==> config.mk <==
export PLATFORM = sky130hd
export DESIGN_NAME = fpws_seq
export DESIGN_NICKNAME = d
export VERILOG_FILES = /design/src/pkg/fpws_pkg.sv /design/src/hdl/fpws_col_latch.sv /design/src/hdl/fpws_seq.sv
export SDC_FILE = /design/constraint.sdc
export NUM_CORES = 2
export LEC_CHECK = 0
export BUFFER_PORTS_ARGS = -buffer_cell sky130_fd_sc_hd__buf_2
export CORE_MARGIN = 2
export CORE_UTILIZATION = 64
export DETAILED_ROUTE_END_ITERATION = 6
export GPL_ROUTABILITY_DRIVEN = 0
export PLACE_DENSITY_LB_ADDON = 0.15
export SLEW_MARGIN = 15
export SYNTH_ARGS = -nofsm -noshare
export SYNTH_HDL_FRONTEND = slang
export SYNTH_SLANG_ARGS = --single-unit
==> constraint.sdc <==
create_clock -name core_clk -period 4.2 [get_ports core_clk]
set_input_delay 0 -clock core_clk [delete_from_list [all_inputs] [get_ports core_clk]]
set_output_delay 0 -clock core_clk [all_outputs]
set_load 0.02 [all_outputs]
==> src/pkg/fpws_pkg.sv <==
/*
  Shared constants for the flash page write sequencer.
  Assumes a single core clock domain; one machine cycle per clock.
*/
package fpws_pkg;
  // ----------------------------------------
  // Control register fields
  // ----------------------------------------
  localparam int unsigned FCTL_KEY_MSB   = 7;
  localparam int unsigned FCTL_KEY_LSB   = 4;
  localparam int unsigned FCTL_PS_BIT    = 3;
  localparam int unsigned FCTL_SEL1_BIT  = 2;
  localparam int unsigned FCTL_SEL0_BIT  = 1;
  localparam logic [3:0]  KEY_UNLOCK     = 4'h5;
  localparam logic [3:0]  KEY_LAUNCH     = 4'ha;
  localparam logic [7:0]  FCTL_RESET     = 8'h00;
  // ----------------------------------------
  // Space select encodings
  // ----------------------------------------
  localparam logic [1:0]  SEL_USER       = 2'h0;
  localparam logic [1:0]  SEL_EXTRA      = 2'h1;
  localparam logic [1:0]  SEL_FUSE       = 2'h2;
  localparam logic [1:0]  SEL_CLR_LATCH  = 2'h3;
  // ----------------------------------------
  // Page geometry, boot window, timing
  // ----------------------------------------
  localparam int unsigned PAGE_BYTES     = 128;
  localparam int unsigned COL_W          = 7;
  localparam logic [15:0] BOOT_BASE      = 16'hf800;
  localparam int unsigned LAUNCH_DELAY   = 2;
  localparam int unsigned PROG_CYCLES    = 64;
  localparam int unsigned ERASE_CYCLES   = 32;
endpackage

==> src/hdl/fpws_col_latch.sv <==
/*
  Column latch array: 128 bytes of data each with a loaded marker.
  Assumes writes already gated by the sequencer; clear has priority.
*/
`timescale 1ns/1ps
module fpws_col_latch
#(
  parameter int unsigned DEPTH = fpws_pkg::PAGE_BYTES,
  parameter int unsigned AW    = fpws_pkg::COL_W
)
(
  input  wire logic             core_clk,
  input  wire logic             resetn,
  input  wire logic             wr_en,
  input  wire logic [AW-1:0]    wr_col,
  input  wire logic [7:0]       wr_data,
  input  wire logic             clr_all,
  input  wire logic [AW-1:0]    rd_col,
  output logic      [7:0]       rd_data,
  output logic                  rd_loaded,
  output logic                  any_loaded
);
  import fpws_pkg::*;

  logic [7:0]       data_q [DEPTH];
  logic [DEPTH-1:0] loaded_q;

  // ----------------------------------------
  // Storage
  // ----------------------------------------
  genvar g;
  generate
    for (g = 0; g < DEPTH; g++)
    begin : gen_col
      always_ff @(posedge core_clk or negedge resetn)
      begin
        if (!resetn)
        begin
          data_q[g]   <= 8'hff;
          loaded_q[g] <= 1'b0;
        end
        else if (clr_all)
        begin
          data_q[g]   <= 8'hff;
          loaded_q[g] <= 1'b0;
        end
        else if (wr_en && (wr_col == AW'(g)))
        begin
          data_q[g]   <= wr_data;
          loaded_q[g] <= 1'b1;
        end
      end
    end
  endgenerate

  assign rd_data    = data_q[rd_col];
  assign rd_loaded  = loaded_q[rd_col];
  assign any_loaded = |loaded_q;
endmodule

==> src/hdl/fpws_seq.sv <==
/*
  Flash page write sequencer: unlock/launch decode, busy timing, per-byte
  erase then program of loaded column latches.
  Assumes core writes arrive as one-cycle strobes in the core clock domain,
  one machine cycle per clock; the flash array sits outside.
*/
`timescale 1ns/1ps
module fpws_seq
#(
  parameter int unsigned ERASE_CNT = fpws_pkg::ERASE_CYCLES,
  parameter int unsigned PROG_CNT  = fpws_pkg::PROG_CYCLES
)
(
  input  wire logic          core_clk,
  input  wire logic          resetn,
  input  wire logic          ctrl_wr,
  input  wire logic [7:0]    ctrl_wdata,
  output logic      [7:0]    flash_control_reg,
  input  wire logic          status_clr_err,
  output logic               sequence_error_bit,
  output logic               latches_loaded,
  input  wire logic          xdata_wr,
  input  wire logic [15:0]   xdata_addr,
  input  wire logic [7:0]    xdata_wdata,
  input  wire logic          boot_map_enable,
  input  wire logic [15:0]   code_addr,
  output logic               boot_flash_space,
  output logic               flash_erase,
  output logic               flash_prog,
  output logic [1:0]         flash_space,
  output logic [15:0]        flash_addr,
  output logic [7:0]         flash_wdata
);
  import fpws_pkg::*;

  typedef enum logic [2:0]
  {
    ST_IDLE  = 3'b000,
    ST_ARM   = 3'b001,
    ST_SCAN  = 3'b010,
    ST_ERASE = 3'b011,
    ST_PROG  = 3'b100
  } fpws_state_e;

  fpws_state_e  state_q;
  logic [7:0]   ctl_q;
  logic         unlocked_q;
  logic [1:0]   unl_sel_q;
  logic         err_q;
  logic [8:0]   page_q;
  logic [COL_W-1:0] col_q;
  logic [15:0]  tmr_q;
  logic [1:0]   run_sel_q;
  logic         busy;
  logic         launch_ok;
  logic         launch_bad;
  logic         latch_wr;
  logic         clr_latch;
  logic [7:0]   rd_data;
  logic         rd_loaded;
  logic         any_loaded;
  logic         done;

  function automatic logic [1:0] sel_of(input logic [7:0] v);
    sel_of = {v[FCTL_SEL1_BIT], v[FCTL_SEL0_BIT]};
  endfunction

  // ----------------------------------------
  // Launch decode
  // ----------------------------------------
  wire logic [3:0] key = ctrl_wdata[FCTL_KEY_MSB:FCTL_KEY_LSB];
  assign busy      = (state_q != ST_IDLE);
  assign launch_ok = ctrl_wr && unlocked_q && (key == KEY_LAUNCH)
                     && (sel_of(ctrl_wdata) == unl_sel_q) && !busy;
  assign launch_bad = ctrl_wr && !busy &&
                      ((unlocked_q && !launch_ok) || (!unlocked_q && key == KEY_LAUNCH));
  assign latch_wr  = xdata_wr && ctl_q[FCTL_PS_BIT] && !busy;
  assign done      = (state_q == ST_PROG) && (tmr_q == 16'h0000) && (col_q == COL_W'(PAGE_BYTES - 1));

  always_ff @(posedge core_clk or negedge resetn)
  begin
    if (!resetn)
    begin
      unlocked_q <= 1'b0;
      unl_sel_q  <= SEL_USER;
    end
    else
    begin
      // Unlock lasts one cycle: any cycle without an unlock-key write drops it
      unlocked_q <= ctrl_wr && (key == KEY_UNLOCK) && !busy;
      if (ctrl_wr)
        unl_sel_q <= sel_of(ctrl_wdata);
    end
  end

  always_ff @(posedge core_clk or negedge resetn)
  begin
    if (!resetn)
      ctl_q <= FCTL_RESET;
    else if (ctrl_wr && !busy)
      ctl_q <= ctrl_wdata;
  end

  // Busy read back in bit 0; key nibble reads as zero
  assign flash_control_reg = {4'h0, ctl_q[FCTL_PS_BIT], ctl_q[FCTL_SEL1_BIT], ctl_q[FCTL_SEL0_BIT], busy};

  // ----------------------------------------
  // Sequence error flag
  // ----------------------------------------
  wire logic last_scan = (state_q == ST_SCAN) && !rd_loaded && (col_q == COL_W'(PAGE_BYTES - 1));
  wire logic empty_launch = launch_ok && (sel_of(ctrl_wdata) != SEL_CLR_LATCH) && !any_loaded;
  always_ff @(posedge core_clk or negedge resetn)
  begin
    if (!resetn)
      err_q <= 1'b0;
    else if (launch_bad || empty_launch)
      err_q <= 1'b1;
    else if (status_clr_err || done || last_scan)
      err_q <= 1'b0;
  end
  assign sequence_error_bit = err_q;
  assign latches_loaded     = any_loaded;

  // ----------------------------------------
  // Page address from last loaded latch
  // ----------------------------------------
  always_ff @(posedge core_clk or negedge resetn)
  begin
    if (!resetn)
      page_q <= 9'h000;
    else if (latch_wr)
      page_q <= xdata_addr[15:COL_W];
  end

  // ----------------------------------------
  // Sequencer
  // ----------------------------------------
  always_ff @(posedge core_clk or negedge resetn)
  begin
    if (!resetn)
    begin
      state_q   <= ST_IDLE;
      col_q     <= '0;
      tmr_q     <= 16'h0000;
      run_sel_q <= SEL_USER;
    end
    else
    begin
      case (state_q)
        ST_IDLE:
        begin
          if (launch_ok && sel_of(ctrl_wdata) != SEL_CLR_LATCH && any_loaded)
          begin
            state_q   <= ST_ARM;
            run_sel_q <= sel_of(ctrl_wdata);
            col_q     <= '0;
          end
        end
        ST_ARM:
          state_q <= ST_SCAN;
        ST_SCAN:
        begin
          if (rd_loaded)
          begin
            state_q <= ST_ERASE;
            tmr_q   <= 16'(ERASE_CNT - 1);
          end
          else if (col_q == COL_W'(PAGE_BYTES - 1))
            state_q <= ST_IDLE;
          else
            col_q <= col_q + COL_W'(1);
        end
        ST_ERASE:
        begin
          if (tmr_q == 16'h0000)
          begin
            state_q <= ST_PROG;
            tmr_q   <= 16'(PROG_CNT - 1);
          end
          else
            tmr_q <= tmr_q - 16'h0001;
        end
        ST_PROG:
        begin
          if (tmr_q != 16'h0000)
            tmr_q <= tmr_q - 16'h0001;
          else if (col_q == COL_W'(PAGE_BYTES - 1))
            state_q <= ST_IDLE;
          else
          begin
            state_q <= ST_SCAN;
            col_q   <= col_q + COL_W'(1);
          end
        end
        default:
          state_q <= ST_IDLE;
      endcase
    end
  end

  // Latches clear after a completed write or on the latch reset command
  assign clr_latch = done || last_scan ||
                     (launch_ok && sel_of(ctrl_wdata) == SEL_CLR_LATCH);

  fpws_col_latch u_latch
  (
    .core_clk   (core_clk),
    .resetn     (resetn),
    .wr_en      (latch_wr),
    .wr_col     (xdata_addr[COL_W-1:0]),
    .wr_data    (xdata_wdata),
    .clr_all    (clr_latch),
    .rd_col     (col_q),
    .rd_data    (rd_data),
    .rd_loaded  (rd_loaded),
    .any_loaded (any_loaded)
  );

  // ----------------------------------------
  // Flash array strobes
  // ----------------------------------------
  always_ff @(posedge core_clk or negedge resetn)
  begin
    if (!resetn)
    begin
      flash_erase <= 1'b0;
      flash_prog  <= 1'b0;
      flash_space <= SEL_USER;
      flash_addr  <= 16'h0000;
      flash_wdata <= 8'hff;
    end
    else
    begin
      flash_erase <= (state_q == ST_ERASE);
      flash_prog  <= (state_q == ST_PROG);
      flash_space <= run_sel_q;
      flash_addr  <= {page_q, col_q};
      flash_wdata <= rd_data;
    end
  end

  assign boot_flash_space = boot_map_enable && (code_addr >= BOOT_BASE);
endmodule

-- Word-level counts from Yosys, hierarchy flattened
Index checks and enable logic that the tools add are counted.
Widths: inputs -> output; s select.
- register bits: 1225
- input port bits: 54
- output and inout port bits: 39
- logic and storage cells: 1256
- add/subtract/negate cells: 2
- order comparisons: 3
- equality and inequality tests: 144
- mux-type cells: 535
- bitwise gates (word level): 1
- reductions and logical operators: 301
- operators by type and width (cell ; number):
    $mux 8 ; 258
    $eq 7x7->1 const B ; 65
    $mux 1 ; 259
    $reduce_bool 2->1 ; 129
    $eq 7x6->1 const B ; 32
    $logic_and 1x1->1 ; 149
    $reduce_or 128->1 ; 1
    $eq 7x5->1 const B ; 16
    $bmux 8 s7 ; 1
    $eq 7x4->1 const B ; 8
    $mux 16 ; 3
    $pmux 16 s3 ; 1
    $eq 7x3->1 const B ; 4
    $mux 7 ; 4
    $pmux 7 s3 ; 1
    $ge 16x16->1 const B ; 1
    $logic_not 16->1 ; 1
    $reduce_bool 16->1 ; 1
    $sub 16x1->16 const B ; 1
    $mux 3 ; 5
    $pmux 3 s5 ; 1
    $eq 7x2->1 const B ; 2
    $ne 2x2->1 const B ; 7
    $reduce_bool 3->1 ; 3
    22 further kinds ; 33

-- Depth between registers and ports, before layout
- depth after elaboration: 10
- depth in mapped cells: 14
- mapped depth without buffers: 9

-- Modules after synthesis
Synthesis repeated with hierarchy kept, for this count alone.
- cells, all modules: 4954
- area total of the unflattened synthesis: 59641.0 um^2
- by module, submodules not included (module ; instances ; cells each ; area an instance (um^2) ; sequential area each (um^2)):
    fpws_col_latch ; 1 ; 4688 ; 56511.7 ; 30108.9
    fpws_seq ; 1 ; 266 ; 3129.3 ; 1811.7

-- Worst setup path before layout
No wires, ideal clock.
- path kind: reg-to-reg
- start: register col_q[0]
- end: register flash_wdata[0]
- library setup time: 76 ps
- arrival: 3403 ps
- required time: 4124 ps
- path slack: 721 ps
- cell stages (with the launch flop): 11
- path buffers: 5
- clock period less this slack: 3479 ps
- cells stage by stage: dfrtp_1 buf_2 buf_4 buf_2 clkbuf_1 buf_1 mux4_2 mux4_2 mux4_2 nand2_1 nand2_1
- word-level cells in the longest chain between the ends: 4
- ends and longest elaborated chain (what ; RTL line ; text):
    from (decl) ; fpws_seq.sv:51 ; logic [COL_W-1:0] col_q;
    from (signal assigned) ; fpws_seq.sv:171 ; col_q <= col_q + COL_W'(1);
    from (signal assigned) ; fpws_seq.sv:192 ; col_q <= col_q + COL_W'(1);
    $not 7->8 (not written as such) ; fpws_col_latch.sv:56 ; assign rd_data = data_q[rd_col];
    $bmux 8 s7 ; fpws_col_latch.sv:56 ;
    $mux 8 (not written as such) (2 in series) ; fpws_col_latch.sv:56 ;
    named net rd_data[0] ; fpws_seq.sv:59 ; logic [7:0] rd_data;
    to (signal assigned) ; fpws_seq.sv:238 ; flash_wdata <= rd_data;
    to (decl) ; fpws_seq.sv:32 ; output logic [7:0] flash_wdata
The timed path passes the listed nets, and every way through them passes these cells. The select of a mux whose other input is x is not followed.
A chain may end at the register's enable or synchronous reset.

-- Final worst setup path
- start: register col_q[1]
- end: register u_latch.data_q[399] in the netlist's numbering
- word-level cells in the longest chain between the ends: 8
- elaborated cells between the ends (all ways): 11
- those cells by class: eq/ne: 1; mux: 3; reduce/logical: 7
- ends and longest elaborated chain (what ; RTL line ; text):
    $bmux 1 s7 ; fpws_col_latch.sv:57 ; assign rd_loaded = loaded_q[rd_col];
    $mux 1 (not written as such) ; fpws_col_latch.sv:57 ;
    $logic_not 1->1 ; fpws_seq.sv:110 ; wire logic last_scan = (state_q == ST_SCAN) && !rd_loaded && (col_q == COL_W'(PAGE_BYTES - 1));
    $logic_and 1x1->1 (2 in series) ; fpws_seq.sv:110 ;
    $logic_or 1x1->1 * (2 in series) ; fpws_seq.sv:202 ; assign clr_latch = done || last_scan ||
    $mux 8 or $reduce_bool 2->1 (tied branches) ; n/a ;
    to (signal, indexed assignment) ; fpws_col_latch.sv:49 ; data_q[g] <= wr_data;
    to (decl) ; fpws_col_latch.sv:25 ; logic [7:0] data_q [DEPTH];
Mark *: on every way between the ends. The rest lies on a longest branch, timed or not. The select of a mux whose other input is x is not followed.

==> impl_results.md <==
* Clock transition time at the flip-flop clock pins of the worst setup and hold paths at 60 ps
* Final period util at 97.9%
* TritonCTS Buffers at 136
* Fraction of registers with async set or reset after synthesis at 100%
* Placeable core area at 102000 µm²
* Synth area leader: sky130_fd_sc_hd__dfstp_2
* Area of the die at 105000 µm²
* Min-Delay Path Class: input pin to register
* Worst endpoint required time at 4880 ps
* Most instantiated flip-flop cell in the synthesis netlist: sky130_fd_sc_hd__dfstp_2
* Global-route wire length before repair at 280 mm
* Mean instance size in the synthesized netlist at 13.0 µm²
* Adder-Cell Fraction of Synth Area at 0.0533%
* Effective utilization at floorplan at 64.6%
* Compound-Gate Fraction of Synth Area at 15.4%
* FF-to-FF setup slack at 90 ps
* Highest fanout seen on the critical path at 177
* Placed instance area at 66900 µm²
* Critical path's top delay family: compound AO/OA/AOI/OAI gates
* Post-layout min period at 4110 ps
* Most common cell in the netlist: sky130_fd_sc_hd__mux2i_1
* Share of cell area taken by muxes after synthesis at 28.8%
* Via count of the routed design at 45100
* Count of max-cap constraint violations at 0
* Synth Register Bits at 1224
* Xor and xnor fraction of the mapped netlist area at 0.0133%
* Power per unit of standard cell area at 340 nW/µm²
* Via count of the first global-routing pass at 44500
* Smallest setup slack after layout at 86.5 ps
* Gates resized, CTS repair at 0
* Register cell area after layout at 31900 µm²
* Maximum level of the CTS H-tree at 4
* Vias per std cell at 7.14
* Syn-to-layout area delta at 9.37%
* Area fraction of the dominant cell type after synthesis at 41.3%
* Largest family of logic cells by synthesized area: multiplexers
* Ports placed on the boundary at 93
* Setup repair after global routing missed its margin: no
* Fillers at 7013
* Final Net Count at 4887
* Average detailed-routed wire length per instance at 28.5 µm
* Upper clock frequency limit at 243 MHz
* Path type of the worst setup path: register to register
* Number of input and output port buffers inserted at 76
* Overall track demand over capacity in global routing at 33.9%
* TritonCTS sink count at 1224
* Crit path capture type: register
* Transition at the pin with the smallest max-transition slack at 1260 ps
* Bufs and invs on worst path at 2
* Final core utilization at 70.6%
* Cell count after synthesis at 5056
* Worst-path cell chain: buf_4 > mux2_2 > o21ai_0 > a211oi_1 > o31ai_1 > a22oi_1 > o21a_4 > buf_12 > o211ai_1
* Placed Cells at 6013
* Pre-CTS WS at 367 ps
* Static Leak at 29.9 nW
* Worst slew slack as a fraction of its limit at 16.3%
* Top cells by instance count after synthesis: 1051 x sky130_fd_sc_hd__mux2i_1, 1032 x sky130_fd_sc_hd__dfstp_2, 967 x sky130_fd_sc_hd__o211ai_1
* Antenna violations before repair at 2
* Cell row count at 117
* Sum of net half-perimeters after detailed placement at 103 mm
* Drt pass-1 iters at 6
* Data arrival, critical path at 4790 ps
* Post-synthesis sequential area ratio at 48.6%
* Chip Height at 324 µm
* # setup viols final at 0
* Count of antenna-violating nets left after detailed routing at 0
* Count of flip-flops with a built-in enable after synthesis at 0
* Netlist Area Pre-Place at 65700 µm²
* Number of hold violations in the final report at 0
* Outcome: completed
* Setup TNS Final at 0 ps
* Number of buffers between clock root and the deepest sink at 3
* Final instance area at 71900 µm²
* Count of yosys warnings during synthesis at 0
* Post-route DRC at 0
* Pins Over Slew Limit at 0
* Post-route insts no fill at 6311
* Critical path launch point type: register
* Proportion of layout cells with a drive suffix above 1 at 39.9%
* Cells taking the most area after synthesis: sky130_fd_sc_hd__dfstp_2 41%, sky130_fd_sc_hd__mux2i_1 16%, sky130_fd_sc_hd__mux4_2 12%, sky130_fd_sc_hd__o211ai_1 11%, sky130_fd_sc_hd__dfrtp_1 7.3%
* Cell at the root of the clock tree: sky130_fd_sc_hd__clkbuf_16
* Maximum resistive drop on vdd at 371 µV
* Stage delay of the slowest cell on the critical path at 840 ps
* Largest net degree at the start of global routing at 239
* CTS tree: built
* Multi-input gate area at 31000 µm²
* Die width at 324 µm
* Post-synthesis simple-gate area fraction at 2.68%
* Final wirelength at 180 mm
* Total congestion overflow at 0
* Number of distinct library cell variants in the gate-level netlist after synthesis at 64
* Post-Route Skew at 34.2 ps
* Clk Latency, worst-skew pair at 780 ps
* CP max stage cell: sky130_fd_sc_hd__dfrtp_4
* Iteration-0 DRC Markers at 5870
## placed cells by master, fill, tap and decap left out, drive strengths merged, types with 25 or more instances in the layout
cell type and n:
a211oi 100, a21oi 132, buf 241, clkbuf 213
dfrtp 192, dfstp 1032, dlygate4sd3 47, inv 27
mux2 25, mux2i 1051, mux4 360, nand2 160
nor2 55, nor4 40, o211ai 1027, o21ai 33
## sequential cells by signal, summed over array words and instances, names as in the netlist, 2 cells and up
name / cells
page_q: 9
unl_sel_q: 2
flash_space: 2
flash_addr: 16
state_q: 3
u_latch.loaded_q: 128
u_latch.data_q: 1024
tmr_q: 16
col_q: 7
flash_wdata: 8
run_sel_q: 2
ctl_q: 3
## worst min-delay path, cell delays in order
cell and delay, ps:
sky130_fd_sc_hd__buf_4 400, sky130_fd_sc_hd__mux2i_1 270, sky130_fd_sc_hd__o211ai_1 90
## metrics by stage
stage | hold slack, ps | total power, mW
floorplan | -296 | 12.2
global placement | 87.1 | 12.6
detailed placement | 89.4 | 12.6
CTS | 20.9 | 24.6
global route | 71.6 | 25.1
finish | 29.9 | 24.5
## repair_timing
item / CTS / global route
endpoints found under the hold margin: 526 / 0
hold buffers: 48 / 0
buffers inserted: 0 / 0
## cell families after synthesis
family | Yosys count
mux | 1436
compound gates | 1356
flops | 1224
buf+inv | 672
simple gates | 363
fa+ha+maj | 3
other cells | 1
xor+xnor | 1
## area by class of cell
type / instances / area share, %
clock buffer: 213 / 5.73
antenna: 1 / 0.00348
sequential: 1224 / 44.4
timing repair buffer: 288 / 3.77
clock inverter: 36 / 0.488
inverter: 18 / 0.0940
tap: 1368 / 2.38
multi-input combinational: 3163 / 43.1
## report_power, final
group	internal, mW	leakage [nW]	switching, mW
registers	11.8	13.4	0.00138
clock network	7.06	2.21	4.95
logic	0.111	14.3	0.497
## worst paths after layout
check                                from             endpoint  cells past startpoint
min in group asynchronous          resetn  u_latch.data_q[116]                      2
min reg2reg                     page_q[8]       flash_addr[15]                      0
min                        xdata_wdata[1]  u_latch.data_q[873]                      3
max                              col_q[1]  u_latch.data_q[399]                      9
max in group asynchronous          resetn  u_latch.data_q[384]                      3
max reg2reg                      col_q[1]  u_latch.data_q[399]                      9
## routing by layer
layer / wire [µm] / vias to the layer above / GRT usage [%]
met4: 7040 / 0 / 13.2
met3: 13500 / 341 / 6.52
met1: 75700 / 23600 / 49.7
met2: 83400 / 1859 / 50.2
li1: - / 19300 / -
met5: 0 / - / 0
No activity file was read; power rests on OpenSTA's default activity.
